## config.mk

```make
export PLATFORM = sky130hd
export DESIGN_NAME = ssi_top
export DESIGN_NICKNAME = d
export VERILOG_FILES = /design/src/shared/ssi_pkg.sv /design/src/verilog/ssi_buf2.sv /design/src/verilog/ssi_top.sv
export SDC_FILE = /design/constraint.sdc
export NUM_CORES = 1
export LEC_CHECK = 0
export BUFFER_PORTS_ARGS = -buffer_cell sky130_fd_sc_hd__buf_2
export CAP_MARGIN = 25
export CORE_UTILIZATION = 50
export DETAILED_ROUTE_END_ITERATION = 10
export GPL_TIMING_DRIVEN = 0
export HOLD_SLACK_MARGIN = 0.05
export PLACE_DENSITY = 0.75
export SLEW_MARGIN = 5
export SYNTH_ARGS = -nofsm -noshare
export SYNTH_HDL_FRONTEND = slang
export SYNTH_SLANG_ARGS = --single-unit
```

## constraint.sdc

```tcl
create_clock -name clock_in -period 7.1 [get_ports clock_in]
set_input_delay 1.065 -clock clock_in [delete_from_list [all_inputs] [get_ports clock_in]]
set_output_delay 1.065 -clock clock_in [all_outputs]
set_load 0.02 [all_outputs]
```

## src/shared/ssi_pkg.sv

```systemverilog
// Constants and types for the serial switch-input monitor.
// Assumes a single system clock; all pin timing is expressed in its cycles.
package ssi_pkg;

    // ------------------------------------------------------------
    // Widths
    // ------------------------------------------------------------
    localparam int SSI_WIDTH_WIDE   = 16;
    localparam int SSI_WIDTH_NARROW = 8;
    localparam int SSI_SYNC_STAGES  = 2;

    // ------------------------------------------------------------
    // Timing
    // ------------------------------------------------------------
    localparam int SSI_CLK_HZ       = 10_000_000;
    localparam int SSI_SCLK_MAX_HZ  = 5_000_000;
    // Least high or low time of the serial clock, rounded down.
    localparam int SSI_SCLK_HALF_CYC_RAW = SSI_CLK_HZ / (2 * SSI_SCLK_MAX_HZ);
    localparam int SSI_SCLK_HALF_CYC = (SSI_SCLK_HALF_CYC_RAW < 1) ? 1 : SSI_SCLK_HALF_CYC_RAW;

    // ------------------------------------------------------------
    // Reset values
    // ------------------------------------------------------------
    localparam logic SSI_CS_RST     = 1'b1;
    localparam logic SSI_SCLK_RST   = 1'b0;
    localparam logic SSI_SIN_RST    = 1'b0;
    localparam logic SSI_INT_DRIVE  = 1'b0;

    // ------------------------------------------------------------
    // Frame states
    // ------------------------------------------------------------
    typedef enum logic [1:0] {
        SSI_IDLE  = 2'h0,
        SSI_ARMED = 2'h1,
        SSI_SHIFT = 2'h3
    } ssi_state_t;

endpackage : ssi_pkg

```

## src/verilog/ssi_buf2.sv

```systemverilog
// Two-entry word buffer with valid and ready on both sides.
// Assumes a single clock and an asynchronous active-high reset.
`timescale 1ns/1ns
module ssi_buf2 #(
    parameter int WIDTH = 16
) (
    input  wire logic             clock_in,     // System clock.
    input  wire logic             rst_in,       // Asynchronous reset.
    input  wire logic             in_valid_in,  // Write offered.
    output logic                  in_ready_out, // Room for a word.
    input  wire logic [WIDTH-1:0] in_data_in,   // Word written.
    output logic                  out_valid_out,// Word available.
    input  wire logic             out_ready_in, // Reader takes word.
    output logic      [WIDTH-1:0] out_data_out  // Oldest word, registered.
);
    import ssi_pkg::*;

    logic [WIDTH-1:0] slot1_r;
    logic [1:0]       count_r;
    logic             push;
    logic             pop;

    assign push = in_valid_in && in_ready_out;
    assign pop  = out_valid_out && out_ready_in;

    always_ff @(posedge clock_in or posedge rst_in) begin
        if (rst_in) begin
            count_r <= 2'h0;
        end else begin
            count_r <= 2'(count_r + {1'b0, push} - {1'b0, pop});
        end
    end

    assign in_ready_out  = (count_r != 2'h2);
    assign out_valid_out = (count_r != 2'h0);

    // Slot 0 is the head and is held in out_data_out itself.
    always_ff @(posedge clock_in or posedge rst_in) begin
        if (rst_in) begin
            out_data_out <= '0;
            slot1_r      <= '0;
        end else begin
            if (pop) begin
                out_data_out <= (count_r == 2'h2) ? slot1_r : in_data_in;
            end else if (push && count_r == 2'h0) begin
                out_data_out <= in_data_in;
            end
            if (push && ((count_r == 2'h1 && !pop) || count_r == 2'h2)) begin
                slot1_r <= in_data_in;
            end
        end
    end

endmodule : ssi_buf2

```

## src/verilog/ssi_top.sv

```systemverilog
// Serial switch-input monitor: snapshot, serial readout and change interrupt.
// Assumes every pin input is asynchronous to clock_in and the serial clock
// runs no faster than half of clock_in.
`timescale 1ns/1ns
module ssi_top #(
    parameter int WIDTH = ssi_pkg::SSI_WIDTH_WIDE
) (
    input  wire logic             clock_in,          // System clock, 10 MHz.
    input  wire logic             rst_in,            // Asynchronous reset, active high.
    input  wire logic [WIDTH-1:0] switch_input_in,   // Monitored switch levels.
    input  wire logic             chip_sel_n_in,     // Chip select, active low.
    input  wire logic             sclk_in,           // Serial clock pin.
    input  wire logic             serial_in_in,      // Serial data input pin.
    input  wire logic             int_enable_in,     // Interrupt output enable.
    output logic                  serial_out_out,    // Serial data output level.
    output logic                  serial_oe_out,     // Serial output drive enable.
    output logic                  int_n_out,         // Interrupt pin level when driven.
    output logic                  int_oe_out         // Interrupt pull-down enable.
);
    import ssi_pkg::*;

    localparam int NSYNC = WIDTH + 4;

    // ------------------------------------------------------------
    // Pin synchronisers
    // ------------------------------------------------------------
    logic [NSYNC-1:0] meta_r;
    logic [NSYNC-1:0] sync_r;
    logic [NSYNC-1:0] pin_vec;
    logic [NSYNC-1:0] rst_vec;

    assign pin_vec = {int_enable_in, serial_in_in, sclk_in, chip_sel_n_in, switch_input_in};
    // A released serial input settles low, so the synchroniser starts low too.
    assign rst_vec = {1'b0, SSI_SIN_RST, SSI_SCLK_RST, SSI_CS_RST, {WIDTH{1'b0}}};

    generate
        for (genvar i = 0; i < NSYNC; i++) begin : g_sync
            always_ff @(posedge clock_in or posedge rst_in) begin
                if (rst_in) begin
                    meta_r[i] <= 1'b0;
                    sync_r[i] <= 1'b0;
                end else begin
                    meta_r[i] <= pin_vec[i];
                    sync_r[i] <= meta_r[i];
                end
            end
        end
    endgenerate

    logic [WIDTH-1:0] sw_s;
    logic             cs_s;
    logic             sclk_s;
    logic             sin_s;
    logic             en_s;
    logic             init_r;

    // Until the second post-reset edge the synchroniser holds zeros; the
    // idle levels are substituted so no false edge is seen.
    assign sw_s   = sync_r[WIDTH-1:0];
    assign cs_s   = init_r ? sync_r[WIDTH]   : rst_vec[WIDTH];
    assign sclk_s = init_r ? sync_r[WIDTH+1] : rst_vec[WIDTH+1];
    assign sin_s  = init_r ? sync_r[WIDTH+2] : rst_vec[WIDTH+2];
    assign en_s   = sync_r[WIDTH+3];

    // ------------------------------------------------------------
    // Edge detection
    // ------------------------------------------------------------
    logic [1:0] init_cnt_r;
    logic       cs_prev_r;
    logic       sclk_prev_r;
    logic       cs_fall;
    logic       cs_rise;
    logic       sclk_rise;
    logic       sclk_fall;

    always_ff @(posedge clock_in or posedge rst_in) begin
        if (rst_in) begin
            init_cnt_r <= 2'h0;
            init_r     <= 1'b0;
        end else begin
            if (init_cnt_r != 2'(SSI_SYNC_STAGES)) begin
                init_cnt_r <= 2'(init_cnt_r + 2'h1);
            end
            init_r <= (init_cnt_r == 2'(SSI_SYNC_STAGES));
        end
    end

    always_ff @(posedge clock_in or posedge rst_in) begin
        if (rst_in) begin
            cs_prev_r   <= SSI_CS_RST;
            sclk_prev_r <= SSI_SCLK_RST;
        end else begin
            cs_prev_r   <= cs_s;
            sclk_prev_r <= sclk_s;
        end
    end

    assign cs_fall   = cs_prev_r && !cs_s;
    assign cs_rise   = !cs_prev_r && cs_s;
    // Serial clock edges count only inside a frame.
    assign sclk_rise = !cs_s && !sclk_prev_r && sclk_s;
    assign sclk_fall = !cs_s && sclk_prev_r && !sclk_s;

    // ------------------------------------------------------------
    // Snapshot and frame state
    // ------------------------------------------------------------
    logic [WIDTH-1:0] status_r;
    ssi_state_t       state_r;
    ssi_state_t       state_nxt;

    always_ff @(posedge clock_in or posedge rst_in) begin
        if (rst_in) begin
            status_r <= '0;
        end else if (cs_fall) begin
            status_r <= sw_s;
        end
    end

    always_comb begin
        state_nxt = state_r;
        case (state_r)
            SSI_IDLE:  state_nxt = cs_fall ? SSI_ARMED : SSI_IDLE;
            SSI_ARMED: state_nxt = cs_s ? SSI_IDLE : (sclk_rise ? SSI_SHIFT : SSI_ARMED);
            SSI_SHIFT: state_nxt = cs_s ? SSI_IDLE : SSI_SHIFT;
            default:   state_nxt = SSI_IDLE;
        endcase
    end

    always_ff @(posedge clock_in or posedge rst_in) begin
        if (rst_in) begin
            state_r <= SSI_IDLE;
        end else begin
            state_r <= state_nxt;
        end
    end

    // ------------------------------------------------------------
    // Snapshot buffer
    // ------------------------------------------------------------
    // Each frame pushes its snapshot if the buffer is empty; the first rising edge takes it, and a
    // frame that never clocks drops its word at deselect, unless deselect falls in its push cycle:
    // that word then stays, and the next frame's first rising edge loads it in place of its own.
    logic             buf_in_ready;
    logic             buf_out_valid;
    logic [WIDTH-1:0] buf_out_data;
    logic             load;

    assign load = (state_r == SSI_ARMED) && sclk_rise && buf_out_valid;

    ssi_buf2 #(.WIDTH(WIDTH)) u_buf (
        .clock_in      (clock_in),
        .rst_in        (rst_in),
        .in_valid_in   (state_r == SSI_ARMED && !cs_prev_r && !buf_out_valid),
        .in_ready_out  (buf_in_ready),
        .in_data_in    (status_r),
        .out_valid_out (buf_out_valid),
        .out_ready_in  (load || (cs_rise && buf_out_valid)),
        .out_data_out  (buf_out_data)
    );

    // ------------------------------------------------------------
    // Shift register and serial output
    // ------------------------------------------------------------
    logic [WIDTH-1:0] shift_r;
    logic [WIDTH-1:0] shift_nxt;
    logic             sample_r;

    always_ff @(posedge clock_in or posedge rst_in) begin
        if (rst_in) begin
            sample_r <= SSI_SIN_RST;
        end else if (sclk_fall) begin
            sample_r <= sin_s;
        end
    end

    always_comb begin
        shift_nxt = shift_r;
        if (state_r == SSI_ARMED && sclk_rise) begin
            shift_nxt = buf_out_valid ? buf_out_data : status_r;
        end else if (state_r == SSI_SHIFT && sclk_rise) begin
            shift_nxt = {shift_r[WIDTH-2:0], sample_r};
        end
    end

    always_ff @(posedge clock_in or posedge rst_in) begin
        if (rst_in) begin
            shift_r        <= '0;
            serial_out_out <= 1'b0;
            serial_oe_out  <= 1'b0;
        end else begin
            shift_r        <= shift_nxt;
            serial_out_out <= shift_nxt[WIDTH-1];
            serial_oe_out  <= !cs_s;
        end
    end

    // ------------------------------------------------------------
    // Interrupt
    // ------------------------------------------------------------
    // The snapshot write on select is what clears the interrupt, so no
    // separate clear path can race a fresh change.
    always_ff @(posedge clock_in or posedge rst_in) begin
        if (rst_in) begin
            int_oe_out <= 1'b0;
            int_n_out  <= SSI_INT_DRIVE;
        end else begin
            int_oe_out <= en_s && (sw_s != status_r);
            int_n_out  <= SSI_INT_DRIVE;
        end
    end
endmodule : ssi_top

```

==> flow_summary.json <==
{
  "outcome": "completed",
  "drv_cap": 0,
  "path_clk_slew_ns": 0.06,
  "crit_cells": 1,
  "maxSlewViolCount": 0,
  "rows": 34,
  "muxShareOfSynthArea": 0.205,
  "ant_nets": 0,
  "fmax_ghz": 0.476,
  "grt_pass1_vias": 2705,
  "path_class": "reg2out",
  "finClkSkew_ns": 0.00774,
  "p_seq_frac": 0.433,
  "num_antenna_cells": 0,
  "synth_warnings": 0,
  "layout-drive-gt1-share": 0.345,
  "gp_congestion": 0.758,
  "synth_adder_area_share": 0.00820,
  "cp-end-kind": "primary output",
  "wl_per_cell_um": 14.7,
  "tritoncts": "done",
  "dr.pass1.iters": 4,
  "core_sq_mm": 0.00881,
  "critPathMaxFanout": 2,
  "vias": 2467,
  "p_leak_nw": 2.40,
  "final_common_cell": "dfrtp_1",
  "min_path_type": "reg2reg",
  "rsz0062_at_grt": "no",
  "slowest_delay_ns": 0.38,
  "yosysSeqAreaShare": 0.634,
  "synth_cell_types": 32,
  "antenna_found_initial": 0,
  "dieWidth_um": 97.7,
  "post-cts-setup-buffers": 0,
  "clkSinkCount": 116,
  "die_y_um": 97.7,
  "cts_buffers": 17,
  "p_sw_frac": 0.278,
  "htree_levels": 4,
  "r2r-end": "u_buf.out_data_out[3]",
  "layout_common_cells": "115 x dfrtp_1, 45 x mux2_2, 26 x buf_2",
  "synth_top_family_by_area": "multiplexers",
  "start_util": 0.520,
  "hpwlAfterDp_mm": 4.60,
  "finalHoldViolCount": 0,
  "tightest_slew_ns": 0.507,
  "worstPathArrival_ns": 1.03,
  "power_frac_clock": 0.378,
  "grt_max_degree": 102,
  "boundaryPins": 26,
  "grt_pass1_wl_mm": 12.5,
  "drc": 0,
  "postPlaceCellArea_sq_mm": 0.00487,
  "drt-vias-per-instance": 5.12,
  "hold_buffers": 0,
  "fin_area_sq_mm": 0.00540,
  "track_usage": 0.172,
  "port_buffers": 24,
  "synth.cell_area_sq_mm": 0.00458,
  "setup.worst_path.start_class": "flop",
  "r2r_setup_slack_ns": 5.01,
  "worst-path-buf-inv": 1,
  "setup_tns_ns": 0,
  "final_net_count": 386,
  "fin_crit_sh": 0.296,
  "syn_avg_cell_area_sq_um": 14.4,
  "cp_cell_sequence": "buf_2",
  "syn_inst": 317,
  "syn_nets": 342,
  "power.density_cell_area_mw_per_mm2": 370,
  "critPathLaunch": "serial_out_out",
  "peakVddDrop_uv": 250,
  "cts_buffer_depth": 2,
  "cp-endpoint": "serial_out_out",
  "r2r-start": "init_r",
  "cts_resized": 0,
  "setup_viol": 0,
  "dieArea_sq_mm": 0.00954,
  "clock-root-buffer": "clkbuf_8",
  "synthSimpleGateAreaFrac": 0.0445,
  "intPower_mw": 1.44,
  "period_needed_ns": 2.10,
  "switchingPower_mw": 0.555,
  "slowest_stage": "dfrtp_1",
  "crit_family": "flip-flops",
  "gr-total-overflow": 0,
  "insertion_delay_ns": 0.50,
  "worstPathRequired_ns": 6.03,
  "synth-seq-cells": 116,
  "area_growth_pct": 18.0,
  "slew_headroom": 0.662,
  "comb_power_share": 0.189,
  "synth_xor_area_frac": 0.0363,
  "rr_worst_depth": 6,
  "routed_wl_mm": 7.08,
  "drtIter0Drc": 119,
  "synth_compound_area_frac": 0.0331
}
registers in the layout, summed over array words and instances (netlist names), 2 cells and up:
| name | count |
|---|---|
| sw_s | 16 |
| shift_r | 15 |
| init_cnt_r | 2 |
| u_buf.out_data_out | 16 |
| status_r | 16 |
| meta_r | 20 |
| u_buf.slot1_r | 16 |
| state_r | 2 |
| u_buf.count_r | 2 |
| sync_r | 3 |
worst register-to-register path, stage by stage (launching register included):
cell and delay [ns]:
dfrtp_1 0.39, nor2b_4 0.13, buf_6 0.13, o32ai_4 0.49, buf_6 0.24, mux2_1 0.35
mux2_4 0.26
power groups by stage:
stage	sequential [mW]	clock, mW	combinational, mW
after floorplan	0.854	0	0.311
after global placement	0.868	0	0.365
after detailed placement	0.874	0	0.379
after CTS	0.865	0.770	0.385
after global routing	0.882	0.796	0.421
final	0.864	0.754	0.378
synth_stat cells:
library cell,number,area share
nor2_1,3,0.0025
nor2b_4,1,0.0030
dfrtp_1,115,0.63
mux2_4,10,0.033
o22ai_2,1,0.0027
o21ai_0,18,0.020
mux2_2,45,0.11
a21oi_1,2,0.0022
o41a_1,1,0.0025
nand2b_1,2,0.0027
nand4_1,4,0.0055
ha_1,3,0.0082
dfstp_2,1,0.0057
clkbuf_1,20,0.016
inv_1,5,0.0041
nand4bb_1,2,0.0049
conb_1,1,0.00082
buf_4,4,0.0066
nor3b_1,1,0.0016
nand3_2,1,0.0022
mux2_1,10,0.025
buf_2,2,0.0022
mux2i_1,17,0.037
nand3_1,1,0.0011
nor2b_1,1,0.0014
nor2b_2,1,0.0019
o32ai_4,1,0.0060
and2_1,1,0.0014
inv_2,1,0.00082
buf_6,3,0.0074
nand2_1,20,0.016
xnor2_1,19,0.036
layer usage:
metal,wire (um),GRT usage
met1,3230,0.215
met2,3540,0.276
met3,180,0.0475
met4,124,0.0909
met5,0,0
cell families (layout without fill, tap and decap cells):
kind of cell             after synthesis  after routing
flip-flops                           116            116
AND/OR/NAND/NOR                       38             38
multiplexers                          82             82
other                                  1              1
XOR/XNOR                              19             19
buffers and inverters                 35             92
adder cells (fa/ha/maj)                3              3
AO/OA/AOI/OAI                         23             23
layout make-up:
class,count,area (sq um)
Inverter,6,27.5
Buffer,29,149
Fill cell,653,3400
Multi-Input combinational cell,166,1500
Sequential cell,116,2900
Clock buffer,17,414
Clock inverter,15,123
Tap cell,108,135
Timing Repair Buffer,25,148
per-stage QoR:
step                       util  power, mW  std cells  hold slack [ns]  setup WS (ns)
after floorplan               -       1.17        317            0.331           2.96
after global placement    0.549       1.23        449            0.331           1.83
after detailed placement  0.553       1.25        450            0.335           5.01
after CTS                 0.614       2.02        482            0.349           4.97
after global routing      0.614       2.10        482            0.349           4.87
final                     0.614       2.00        482            0.346           5.00
worst min-delay path by stage:
stage,endpoint,slack [ns],start,depth (start not counted)
after global placement,sw_s[9],0.33,meta_r[9],0
after detailed placement,sw_s[10],0.33,meta_r[10],0
after floorplan,en_s,0.33,meta_r[19],0
after CTS,sw_s[10],0.35,meta_r[10],0
final,sync_r[17],0.35,meta_r[17],0
after global routing,sw_s[10],0.35,meta_r[10],0
(Power assumes the default switching activity.)
